### config.mk
export PLATFORM = sky130hd
export DESIGN_NAME = isr_top
export DESIGN_NICKNAME = d
export VERILOG_FILES = /design/src/logic/isr_pkg.sv /design/src/logic/isr_top.sv /design/src/logic/isr_evt_latch.sv /design/src/logic/isr_mask_reg.sv
export SDC_FILE = /design/constraint.sdc
export NUM_CORES = 1
export LEC_CHECK = 0
export BUFFER_PORTS_ARGS = -buffer_cell sky130_fd_sc_hd__buf_2
export CAP_MARGIN = 30
export CORE_MARGIN = 8
export CORE_UTILIZATION = 55
export CTS_BUF_LIST = sky130_fd_sc_hd__clkbuf_16
export CTS_CLUSTER_SIZE = 14
export DETAILED_ROUTE_END_ITERATION = 16
export PLACE_DENSITY = 0.86
export SLEW_MARGIN = 25
export SYNTH_ARGS = -nofsm -noshare
export SYNTH_HDL_FRONTEND = slang
export SYNTH_HIERARCHICAL = 1
export SYNTH_SLANG_ARGS = --single-unit
### constraint.sdc
create_clock -name core_clk_i -period 3.3 [get_ports core_clk_i]
set_clock_uncertainty 0.15 [all_clocks]
set_input_delay 0.33 -clock core_clk_i [delete_from_list [all_inputs] [get_ports core_clk_i]]
set_output_delay 0.33 -clock core_clk_i [all_outputs]
set_load 0.005 [all_outputs]
### src/logic/isr_pkg.sv
// shared constants and types for the instrument status reporting block
package isr_pkg;

    // widths of the three register groups
    localparam int STB_W = 8;   // status summary byte
    localparam int ESR_W = 8;   // standard event latch
    localparam int QEV_W = 16;  // questionable-data latch

    // status summary byte bit positions
    localparam int STB_QSUM = 3;  // questionable-data summary, weight 8
    localparam int STB_MAV  = 4;  // message available, weight 16
    localparam int STB_ESUM = 5;  // standard event summary, weight 32
    localparam int STB_RQS  = 6;  // request service, weight 64

    // standard event latch bit positions
    localparam int ESR_OPC  = 0;  // operation complete
    localparam int ESR_UNU1 = 1;  // unused, reads zero
    localparam int ESR_QYE  = 2;  // query error
    localparam int ESR_DDE  = 3;  // device error
    localparam int ESR_EXE  = 4;  // execution error
    localparam int ESR_CME  = 5;  // command error
    localparam int ESR_UNU6 = 6;  // unused, reads zero
    localparam int ESR_PON  = 7;  // power on

    // questionable-data latch bit positions
    localparam int QEV_VOLT = 0;   // voltage overload
    localparam int QEV_CURR = 1;   // current overload
    localparam int QEV_OHM  = 9;   // ohms overload
    localparam int QEV_LLO  = 11;  // limit failed low
    localparam int QEV_LHI  = 12;  // limit failed high

    // values after reset
    localparam logic [7:0]  RST_MASK8  = 8'h00;
    localparam logic [15:0] RST_MASK16 = 16'h0000;
    localparam logic [15:0] RST_RDATA  = 16'h0000;

    // query selector codes on the command port
    localparam logic [2:0] QRY_STB = 3'h0;  // status byte read, also serial poll
    localparam logic [2:0] QRY_ESR = 3'h1;  // standard event latch, clears it
    localparam logic [2:0] QRY_ESE = 3'h2;  // standard event enable mask
    localparam logic [2:0] QRY_SRE = 3'h3;  // status byte enable mask
    localparam logic [2:0] QRY_QEV = 3'h4;  // questionable latch, clears it
    localparam logic [2:0] QRY_QEN = 3'h5;  // questionable enable mask
    localparam logic [2:0] QRY_PSC = 3'h6;  // power-on-clear flag

    // power-up sequencer states
    typedef enum logic {
        PWR_LOAD,
        PWR_RUN
    } isr_pwr_e;

endpackage : isr_pkg

### src/logic/isr_top.sv
// status aggregation for the instrument remote interface
// Summary of operation
// - event bits latch and ignore later changes
// - event read returns weighted sum of bits
// - readable writable masks; enabled bits ORed
// - mask reads and clear-status keep masks
// - status bit 3 questionable enabled summary
// - status bit 4 output message available
// - status bit 5 standard event summary
// - status bit 6 request service, serial poll
// - clearing event register clears its summary
// - message bit clears when buffer drained
// - clear-status clears event summaries; reads clear own
// - status mask cleared by zero or flag
// - flag zero keeps status mask through power
// - operation complete sets event bit 0
// - query errors set event bit 2
// - device faults or overload set bit 3
// - execution bit 4, syntax bit 5
// - power cycle sets event bit 7
// - queued errors set bits 2-5 only
// - overload sets bits, no queue entry
// - unused status and event bits zero
// - clear-status clears event summaries and all events, not bit 4
module isr_top (
    input  wire logic        core_clk_i,
    input  wire logic        rst_b_i,        // power-up reset
    // nonvolatile image caught after power-up
    input  wire logic        nv_psc_i,       // stored power-on-clear flag
    input  wire logic [7:0]  nv_ese_i,       // stored standard event mask
    input  wire logic [7:0]  nv_sre_i,       // stored status byte mask
    // command port from the parser
    input  wire logic        cls_i,          // clear status
    input  wire logic        ese_wr_i,
    input  wire logic [7:0]  ese_data_i,
    input  wire logic        sre_wr_i,
    input  wire logic [7:0]  sre_data_i,
    input  wire logic        qen_wr_i,
    input  wire logic [15:0] qen_data_i,
    input  wire logic        qen_preset_i,   // status preset
    input  wire logic        psc_wr_i,
    input  wire logic        psc_data_i,
    input  wire logic        qry_i,          // query strobe
    input  wire logic [2:0]  qry_sel_i,      // which register
    // instrument conditions, one-cycle pulses except the msg_avail_i buffer level
    input  wire logic        opc_done_i,
    input  wire logic        qerr_empty_i,
    input  wire logic        qerr_unread_i,
    input  wire logic        qerr_full_i,
    input  wire logic        selftest_fail_i,
    input  wire logic        cal_fail_i,
    input  wire logic        ovl_volt_i,
    input  wire logic        ovl_curr_i,
    input  wire logic        ovl_ohm_i,
    input  wire logic        limit_lo_i,
    input  wire logic        limit_hi_i,
    input  wire logic        exec_err_i,
    input  wire logic        cmd_err_i,
    input  wire logic        msg_avail_i,    // output buffer not empty
    // answers
    output logic             rd_valid_o,
    output logic [15:0]      rd_data_o,
    output logic [7:0]       stb_o,          // status summary byte
    output logic             srq_o,          // service request level
    output logic             err_push_o,     // error queue entry
    output logic [7:0]       ese_o,
    output logic [7:0]       sre_o,
    output logic [15:0]      qen_o,
    output logic             psc_o
);

    isr_pkg::isr_pwr_e pwr_state;       // power-up sequencer
    isr_pkg::isr_pwr_e next_pwr_state;
    wire logic         power_up;        // first cycle after release

    wire logic [7:0]   esr_set;         // standard event conditions
    wire logic [15:0]  qev_set;         // questionable conditions
    wire logic [7:0]   esr_latch;
    wire logic [15:0]  qev_latch;
    wire logic         esr_sum;
    wire logic         qev_sum;
    wire logic         esr_clr;
    wire logic         qev_clr;
    wire logic         ovl_any;
    wire logic         err_any;
    wire logic [7:0]   stb_comb;        // status byte before register
    wire logic         rqs;
    wire logic [15:0]  rd_mux;
    wire logic [7:0]   ese_restore;
    wire logic [7:0]   sre_restore;
    logic              psc;             // power-on-clear flag

    // sequencer: one load cycle after reset, then run for good
    always_comb begin
        case (pwr_state)
            isr_pkg::PWR_LOAD: next_pwr_state = isr_pkg::PWR_RUN;
            isr_pkg::PWR_RUN:  next_pwr_state = isr_pkg::PWR_RUN;
            default:           next_pwr_state = isr_pkg::PWR_RUN;
        endcase
    end

    always_ff @(posedge core_clk_i or negedge rst_b_i) begin
        if (!rst_b_i) begin
            pwr_state <= isr_pkg::PWR_LOAD;
        end else begin
            pwr_state <= next_pwr_state;
        end
    end

    assign power_up = (pwr_state == isr_pkg::PWR_LOAD);

    // flag is caught after release, never under reset
    always_ff @(posedge core_clk_i or negedge rst_b_i) begin
        if (!rst_b_i) begin
            psc <= 1'b0;
        end else if (power_up) begin
            psc <= nv_psc_i;
        end else if (psc_wr_i) begin
            psc <= psc_data_i;
        end
    end

    assign psc_o = psc;

    // overloads feed the event bits but never the error queue
    assign ovl_any = ovl_volt_i | ovl_curr_i | ovl_ohm_i;
    assign err_any = qerr_empty_i | qerr_unread_i | qerr_full_i
                   | selftest_fail_i | cal_fail_i | exec_err_i | cmd_err_i;

    // standard event condition map
    assign esr_set[isr_pkg::ESR_OPC]  = opc_done_i;
    assign esr_set[isr_pkg::ESR_UNU1] = 1'b0;
    assign esr_set[isr_pkg::ESR_QYE]  = qerr_empty_i | qerr_unread_i | qerr_full_i;
    assign esr_set[isr_pkg::ESR_DDE]  = selftest_fail_i | cal_fail_i | ovl_any;
    assign esr_set[isr_pkg::ESR_EXE]  = exec_err_i;
    assign esr_set[isr_pkg::ESR_CME]  = cmd_err_i;
    assign esr_set[isr_pkg::ESR_UNU6] = 1'b0;
    assign esr_set[isr_pkg::ESR_PON]  = power_up;

    // questionable condition map; other bits never set
    assign qev_set = (16'h0001 << isr_pkg::QEV_VOLT) & {16{ovl_volt_i}}
                   | (16'h0001 << isr_pkg::QEV_CURR) & {16{ovl_curr_i}}
                   | (16'h0001 << isr_pkg::QEV_OHM)  & {16{ovl_ohm_i}}
                   | (16'h0001 << isr_pkg::QEV_LLO)  & {16{limit_lo_i}}
                   | (16'h0001 << isr_pkg::QEV_LHI)  & {16{limit_hi_i}};

    // a read clears only its own latch; clear-status clears both
    assign esr_clr = cls_i | (qry_i && qry_sel_i == isr_pkg::QRY_ESR);
    assign qev_clr = cls_i | (qry_i && qry_sel_i == isr_pkg::QRY_QEV);

    // standard event latch
    isr_evt_latch #(
        .WIDTH (isr_pkg::ESR_W)
    ) u_esr (
        .core_clk_i (core_clk_i),
        .rst_b_i    (rst_b_i),
        .set_i      (esr_set),
        .clr_i      (esr_clr),
        .mask_i     (ese_o),
        .latch_o    (esr_latch),
        .summary_o  (esr_sum)
    );

    // questionable-data latch
    isr_evt_latch #(
        .WIDTH (isr_pkg::QEV_W)
    ) u_qev (
        .core_clk_i (core_clk_i),
        .rst_b_i    (rst_b_i),
        .set_i      (qev_set),
        .clr_i      (qev_clr),
        .mask_i     (qen_o),
        .latch_o    (qev_latch),
        .summary_o  (qev_sum)
    );

    // masks survive power-up only when the stored flag is zero
    assign ese_restore = nv_psc_i ? isr_pkg::RST_MASK8 : nv_ese_i;
    assign sre_restore = nv_psc_i ? isr_pkg::RST_MASK8 : nv_sre_i;

    // standard event enable mask
    isr_mask_reg #(
        .WIDTH (8)
    ) u_ese (
        .core_clk_i    (core_clk_i),
        .rst_b_i       (rst_b_i),
        .restore_i     (power_up),
        .restore_val_i (ese_restore),
        .wr_i          (ese_wr_i),
        .wr_data_i     (ese_data_i),
        .preset_i      (1'b0),
        .mask_o        (ese_o)
    );

    // status byte enable mask, a write of zero clears it
    isr_mask_reg #(
        .WIDTH (8)
    ) u_sre (
        .core_clk_i    (core_clk_i),
        .rst_b_i       (rst_b_i),
        .restore_i     (power_up),
        .restore_val_i (sre_restore),
        .wr_i          (sre_wr_i),
        .wr_data_i     (sre_data_i),
        .preset_i      (1'b0),
        .mask_o        (sre_o)
    );

    // questionable enable mask is always cleared at power-up
    isr_mask_reg #(
        .WIDTH (16)
    ) u_qen (
        .core_clk_i    (core_clk_i),
        .rst_b_i       (rst_b_i),
        .restore_i     (power_up),
        .restore_val_i (isr_pkg::RST_MASK16),
        .wr_i          (qen_wr_i),
        .wr_data_i     (qen_data_i),
        .preset_i      (qen_preset_i),
        .mask_o        (qen_o)
    );

    // summary bits follow the latches, so clearing them clears these
    assign stb_comb[0] = 1'b0;
    assign stb_comb[1] = 1'b0;
    assign stb_comb[2] = 1'b0;
    assign stb_comb[isr_pkg::STB_QSUM] = qev_sum;
    assign stb_comb[isr_pkg::STB_MAV]  = msg_avail_i;
    assign stb_comb[isr_pkg::STB_ESUM] = esr_sum;
    assign stb_comb[isr_pkg::STB_RQS]  = rqs;
    assign stb_comb[7] = 1'b0;

    // service request level; bit 6 of the mask is ignored
    // built from the sources, not from stb_comb, so no net feeds itself
    assign rqs = |({esr_sum, msg_avail_i, qev_sum, 3'h0} & sre_o[5:0]);

    // query answer selection
    assign rd_mux = (qry_sel_i == isr_pkg::QRY_STB) ? {8'h00, stb_o} :
                    (qry_sel_i == isr_pkg::QRY_ESR) ? {8'h00, esr_latch} :
                    (qry_sel_i == isr_pkg::QRY_ESE) ? {8'h00, ese_o} :
                    (qry_sel_i == isr_pkg::QRY_SRE) ? {8'h00, sre_o} :
                    (qry_sel_i == isr_pkg::QRY_QEV) ? qev_latch :
                    (qry_sel_i == isr_pkg::QRY_QEN) ? qen_o :
                    (qry_sel_i == isr_pkg::QRY_PSC) ? {15'h0000, psc} :
                    isr_pkg::RST_RDATA;

    // status byte, read answer and queue strobe come from flops
    always_ff @(posedge core_clk_i or negedge rst_b_i) begin
        if (!rst_b_i) begin
            stb_o      <= isr_pkg::RST_MASK8;
            srq_o      <= 1'b0;
            rd_valid_o <= 1'b0;
            rd_data_o  <= isr_pkg::RST_RDATA;
            err_push_o <= 1'b0;
        end else begin
            stb_o      <= stb_comb;
            srq_o      <= rqs;
            rd_valid_o <= qry_i;
            rd_data_o  <= qry_i ? rd_mux : rd_data_o;
            err_push_o <= err_any;
        end
    end
endmodule : isr_top

### src/logic/isr_evt_latch.sv
// sticky event latch with enable mask and summary output
module isr_evt_latch #(
    parameter int WIDTH = 8
) (
    input  wire logic             core_clk_i,
    input  wire logic             rst_b_i,
    input  wire logic [WIDTH-1:0] set_i,      // condition pulses
    input  wire logic             clr_i,      // clear whole latch
    input  wire logic [WIDTH-1:0] mask_i,     // enable mask
    output logic      [WIDTH-1:0] latch_o,    // latched event bits
    output logic                  summary_o   // or of enabled set bits
);

    logic [WIDTH-1:0] next_latch;  // next latch contents

    // set beats clear so a same-cycle event is never lost
    assign next_latch = (clr_i ? '0 : latch_o) | set_i;

    // once set a bit ignores its condition until cleared
    always_ff @(posedge core_clk_i or negedge rst_b_i) begin
        if (!rst_b_i) begin
            latch_o <= '0;
        end else begin
            latch_o <= next_latch;
        end
    end

    assign summary_o = |(latch_o & mask_i);

endmodule : isr_evt_latch

### src/logic/isr_mask_reg.sv
// enable mask register with power-up restore
module isr_mask_reg #(
    parameter int WIDTH = 8
) (
    input  wire logic             core_clk_i,
    input  wire logic             rst_b_i,
    input  wire logic             restore_i,    // power-up load
    input  wire logic [WIDTH-1:0] restore_val_i,
    input  wire logic             wr_i,         // controller write
    input  wire logic [WIDTH-1:0] wr_data_i,
    input  wire logic             preset_i,     // clear to zero
    output logic      [WIDTH-1:0] mask_o
);

    logic [WIDTH-1:0] next_mask;  // next mask value

    // restore first, then write, then preset; reads never touch it
    assign next_mask = restore_i ? restore_val_i :
                       wr_i      ? wr_data_i     :
                       preset_i  ? '0            : mask_o;

    always_ff @(posedge core_clk_i or negedge rst_b_i) begin
        if (!rst_b_i) begin
            mask_o <= '0;
        end else begin
            mask_o <= next_mask;
        end
    end

endmodule : isr_mask_reg

After elaboration in Yosys (flattened, before gate mapping):

Cells that the tools add are included.
W data, S select, Z words.

* logic and storage cells: 70
* output and inout port bits: 60
* input port bits: 76
* register bits after elaboration: 81

* muxes and demuxes: 20
* bitwise gates (word level): 22
* eq/ne operators: 10
* reduce and logical (&&, ||, !) cells: 6

Operators by type and width (count)
* $mux W16: 10
* $mux W8: 7
* $and A16 B16 Y16: 1
* $or A16 B13 Y16: 1
* $reduce_or A16 Y1: 1
* $or A12 B13 Y13: 1
* $or A1 B1 Y1: 12
* $or A10 B12 Y12: 1
* $or A2 B10 Y10: 1
* $eq A3 B3 Y1 const B: 3
* $and A8 B8 Y8: 1
* $or A8 B8 Y8: 1
* $reduce_or A8 Y1: 1
* $and A6 B6 Y6: 1
* $eq A3 B2 Y1 const B: 2
* $ne A2 B2 Y1 const B: 3
* $reduce_or A6 Y1: 1
* $eq A3 B1 Y1 const B: 1
* $logic_not A3 Y1: 1
* $mux W1: 3
* $ne A3 B3 Y1 const B: 1
* $logic_and A1 B1 Y1: 2
* $or A1 B2 Y2: 1
* $not A1 Y1: 1

Longest topological paths before layout:

* depth after elaboration: 8
* mapped depth: 7
* gate-level depth less buffers: 5

Cells and area by module:

The synthesis kept the hierarchy.

By module, submodules not included
* isr_top: cells an instance 158, area each 1510.2 um^2, instances 1, sequential area each 600.6 um^2
* isr_mask_reg (u_ese ...): cells an instance 42, area each 424.2 um^2, instances 2, sequential area each 200.2 um^2
* isr_mask_reg (u_qen): cells an instance 87, area each 844.6 um^2, instances 1, sequential area each 400.4 um^2
* isr_evt_latch (u_qev): cells an instance 43, area each 630.6 um^2, instances 1, sequential area each 400.4 um^2
* isr_evt_latch (u_esr): cells an instance 22, area each 301.5 um^2, instances 1, sequential area each 200.2 um^2

Worst setup path after synthesis:

Ideal clock, no wire load.

* path kind: input to register
* from: in qry_sel_i[1]
* to: reg u_qev.latch_o[10]
* data required time: 3032 ps
* setup slack: 1614 ps
* arrival time: 1418 ps
* buffers on the path: 2
* stages on the path: 7
* setup time: 118 ps
* cells stage by stage: buf_4 > nor2b_2 > nand2_1 > o21bai_1 > inv_2 > buf_2 > a21o_1

* cells in the longest elaborated chain, start to end: 5

RTL lines
* start, declared: RTL line isr_top.sv:44 `input wire logic [2:0] qry_sel_i,`
* $eq A3 B3 Y1: RTL line isr_top.sv:149 `assign qev_clr = cls_i | (qry_i && qry_sel_i == isr_pkg::QRY_QEV);`
* $logic_and A1 B1 Y1: RTL line isr_top.sv:149
* $or A1 B1 Y1: RTL line isr_top.sv:149
* named net qev_clr: RTL line isr_top.sv:83 `wire logic qev_clr;`
* $mux W16: RTL line isr_evt_latch.sv:17 `assign next_latch = (clr_i ? '0 : latch_o) | set_i;`
* $or A16 B13 Y16: RTL line isr_evt_latch.sv:17
* named net u_qev.next_latch[10]: RTL line isr_evt_latch.sv:14 `logic [WIDTH-1:0] next_latch;`
* end signal, assigned: RTL line isr_evt_latch.sv:24 `latch_o <= next_latch;`
* end, declared: RTL line isr_evt_latch.sv:10 `output logic [WIDTH-1:0] latch_o,`

The timed path passes the listed nets, and every way through them passes these cells.
A chain may end at the register's enable or synchronous reset.

Worst setup path in the final report:

* from: reg pwr_state
* to: reg u_qen.mask_o[7]

* cells in the longest elaborated chain, start to end: 1
* elaborated cells on any way between the ends: 2
* those cells by class: eq/ne: 1; mux: 1

RTL lines
* start, declared: RTL line isr_top.sv:72 `isr_pkg::isr_pwr_e pwr_state;`
* start signal, assigned: RTL line isr_top.sv:104 `pwr_state <= isr_pkg::PWR_LOAD;`
* start signal, assigned: RTL line isr_top.sv:106 `pwr_state <= next_pwr_state;`
* $ne A3 B3 Y1 (no source line) / $mux W16 (equally long branches)
* end signal, assigned: RTL line isr_mask_reg.sv:26 `mask_o <= next_mask;`
* end, declared: RTL line isr_mask_reg.sv:12 `output logic [WIDTH-1:0] mask_o`

Several ways; a longest one is shown, not always the timed one.

==> impl_results.md <==
- Post-synth ARST share: 100.0%
- Clk sinks: 80
- Synth cell types: 44
- Sw power: 0.0006760 W
- Pint: 0.001989 W
- CP peak stage delay: 0.62 ns
- Sequential-to-total area share from yosys stat: 48.41%
- Unrepaired setup endpoints after global routing: false
- Min Clock Period, post-route: 1.947 ns
- CP max-delay cell: inv_1
- Pwr dens: 504.3 nW/µm²
- Vias per cell: 5.489
- GP Congestion: 0.8493
- Slew Limit Fails: 0
- Clk root buf: clkbuf_16
- Yosys top cell area share: 48.41%
- Seq cells post-synth: 80
- Initial antenna violation count: 0
- CP Launch Point: pwr_state
- Design area: between 5000 and 6000 µm²
- Chip width: about 100 µm
- Worst R2R Start: pwr_state
- Synth-to-layout area growth: 27.81%
- Leakage power: about 2.5 nW
- Worst-path cell chain: inv_1, buf_4, nor2b_1, a21oi_1
- Number of synthesized flops with an enable pin: 0
- I/O Pins: 136
- Final ANT Viol Nets: 0
- Ys Warns: 6
- Final Instance Count excl. Fillers: 664
- Final wirelength: 11820 µm
- Startpoint Class: flop
- Final hold viol count: 0
- Core Area: 7253 µm²
- N_diodes: 0
- R2R Setup Slk: ~1.4 ns
- Post-Syn Area: between 4000 and 5000 µm²
- Final core utilization: 72.87%
- Final #Nets: 636
- Actual slew at the worst max-slew pin: 0.8392 ns
- Die area: 10550 µm²
- HPWL after detailed placement: between 8000 and 9000 µm
- Setup bufs post-CTS: 0
- Placed cell area: 4925 µm²
- Max Clk Rate: 513.7 MHz
- CP bufs+invs: 2
- Setup_tns: 0 ns
- Crit path depth: 4
- Crit path required time: 3.38 ns
- Total gr overflow: 0
- Top FF cell, synth: dfrtp_1
- Initial Utilization: about 57%
- Crit path capture type: flop
- CTS tree: yes
- VDD IR max: ~0.33 mV
- First-pass GRT wire length: 18510 µm
- Share of layout cells above drive strength 1: 31.86%
- Worst Path Arrival: ~2 ns
- Comb pwr share: between 10% and 20%
- Port Buffer Count: 131
- CP top delay family: buffers and inverters
- DRC violations left: 0
- DR pass1 iterations: 4
- Largest net degree at the start of global routing: 81
- Sequential Power Share: a little over two fifths
- Largest cells by area after synthesis: dfrtp_1, nor2b_1, a21oi_1, or3b_1, a21o_1
- Routed len/inst: 17.80 µm
- 1st-iter DRT viols: 236
- CTS clk-pin slew, worst paths: about 0.060 ns
- # placed instances: 646
- CP Max Fanout: 34
- Row count: 31
- Crit share post-route: 58.99%
- GR Util All Layers: 22.74%
- Worst-case clock buffer depth: 2
- Syn_area_per_cell: 10.50 µm²
- Number of global-route vias before repair: 3754
- Worst-Skew Late Latency: 0.34 ns
- Worst setup path class: reg -> reg
- Cell taking the most area after synthesis: dfrtp_1
- Clock group share of total power: 41.9%
- Sw Ratio: 25.37%
- PostCTS Resize Cnt: 0
- Die height: slightly above 100 µm
- Inserted Clock Buffers: 9
- Vias after detailed routing: 3645
- Slew margin rel.: 43.99%
- Reg2reg end: u_qen/mask_o[7]
- Final setup viols: 0
- Status: finished clean
- Synth Instances: approximately 390
- Setup crit end: u_qen/mask_o[7]
- Worst min path class: in -> reg
- Max-cap violations: 0
- Fill cells: 530
- Worst reg2reg path depth: 4
- H-Tree Depth: 3
## layout make-up
class                   count  area (µm²)  area share, %
inverters                   8       30.03         0.5682
clock inverters             7       111.4          2.107
repair buffers            134       689.4          13.04
multi-input cells         327        2103          39.80
well taps                  99       123.9          2.344
clock buffers               9       225.2          4.261
flip-flops and latches     80        2002          37.88
## how the worst min path moves through the flow
| stage | cells past startpoint | to | slack (ns) | start |
|---|---|---|---|---|
| global route | 2 | u_esr/latch_o[0] | 0.02 | opc_done_i |
| global placement | 1 | psc_o | 0.30 | pwr_state |
| floorplan | 0 | err_push_o | -0.12 | rst_b_i |
| detailed placement | 1 | psc_o | 0.31 | pwr_state |
| CTS | 2 | u_qev/latch_o[12] | 0.02 | limit_hi_i |
| finish | 2 | u_qev/latch_o[12] | 0.02 | limit_hi_i |
## power groups by stage
stage / sequential [W] / clock, W / combinational (W)
after floorplan: 0.00114 / 0 / 0.000227
after global placement: 0.00116 / 0 / 0.000379
after detailed placement: 0.00116 / 0 / 0.000391
after CTS: 0.00115 / 0.00113 / 0.000397
after global routing: 0.00116 / 0.00118 / 0.000442
final: 0.00115 / 0.00112 / 0.000398
## cells in the mapped netlist, types with 4 or more instances
cell type / number
nand2_1: 14
dfrtp_1: 80
a21o_1: 23
buf_2: 8
mux2i_1: 11
a22o_1: 4
a221oi_2: 5
or3b_2: 12
buf_4: 8
nor2b_1: 56
mux2_2: 4
o21ai_0: 4
nor2_1: 5
clkbuf_1: 4
a22oi_1: 4
a21oi_1: 67
o221ai_1: 5
or3b_1: 20
o2bb2ai_1: 10
buf_6: 5
a21oi_2: 4
inv_1: 6
## flip-flops by register name, summed over array words and instances (netlist names)
register,flops
u_sre/mask_o,8
err_push_o,1
rd_valid_o,1
pwr_state,1
u_qev/latch_o,16
u_ese/mask_o,8
u_esr/latch_o,8
psc_o,1
rd_data_o,16
stb_o,4
u_qen/mask_o,16
## layout by cell type, fill, tap and decap left out, types with 2 or more instances in the layout
cell type      Yosys  layout
o21ai_0            4       4
a211oi_1           2       2
inv_2              2       2
dfrtp_1           80      80
o22ai_1            2       2
inv_1              6       7
mux2_2             4       4
bufinv_16          0       3
or3b_1            20      20
conb_1             2      50
nand2_1           14      14
a21o_1            23      23
nor2b_2            2       2
a22oi_1            4       4
or3b_2            12      12
o2bb2ai_1         10      10
mux2i_1           11      11
a31oi_1            3       3
nand3_1            3       3
a221oi_1           2       2
a21oi_2            4       4
nand4_1            2       2
a221oi_2           5       5
a221o_1            3       3
a22o_1             4       4
nor2_1             5       5
dlygate4sd3_1      0       2
clkinv_2           0       2
buf_2              8     130
o221ai_1           5       5
a21oi_1           67      67
clkbuf_16          0       9
nor2b_1           56      56
## cells by family (layout without fill, tap and decap cells)
family | count (synthesis) | count (layout) | synth area share (%)
AO/OA/AOI/OAI | 142 | 142 | 23.30
buffers and inverters | 35 | 158 | 5.083
flip-flops | 80 | 80 | 48.41
multiplexers | 16 | 16 | 4.115
other | 2 | 50 | 0.1816
AND/OR/NAND/NOR | 119 | 119 | 18.91
## stage by stage
stage | hold slack [ns] | total power, W | worst slack [ns]
after detailed placement | 0.3081 | 0.001555 | 1.374
final | 0.02275 | 0.002665 | 1.353
after global placement | 0.2971 | 0.001541 | 1.417
after floorplan | -0.1156 | 0.001367 | 1.614
after CTS | 0.02273 | 0.002671 | 1.363
after global routing | 0.02346 | 0.002777 | 1.182
## layer usage
layer  wire length, µm  GRT usage, %  vias up
met3              1132         5.672       24
met4               285         10.38        0
met1              4787         27.74     1735
li1                  -             -     1722
met5                 0             0        -
met2              5613         37.11      164
## timing repair
item                       in CTS  in global routing
hold endpoints to repair        1                 80
hold buffers                    1                  1
setup endpoints to repair       0                  0
## worst register-to-register path: stages, from the launching register on
cell and delay (ns):
dfrtp_1 0.39, inv_1 0.62, buf_4 0.41, nor2b_1 0.21, a21oi_1 0.06
No activity file was read; power rests on OpenSTA's default activity.
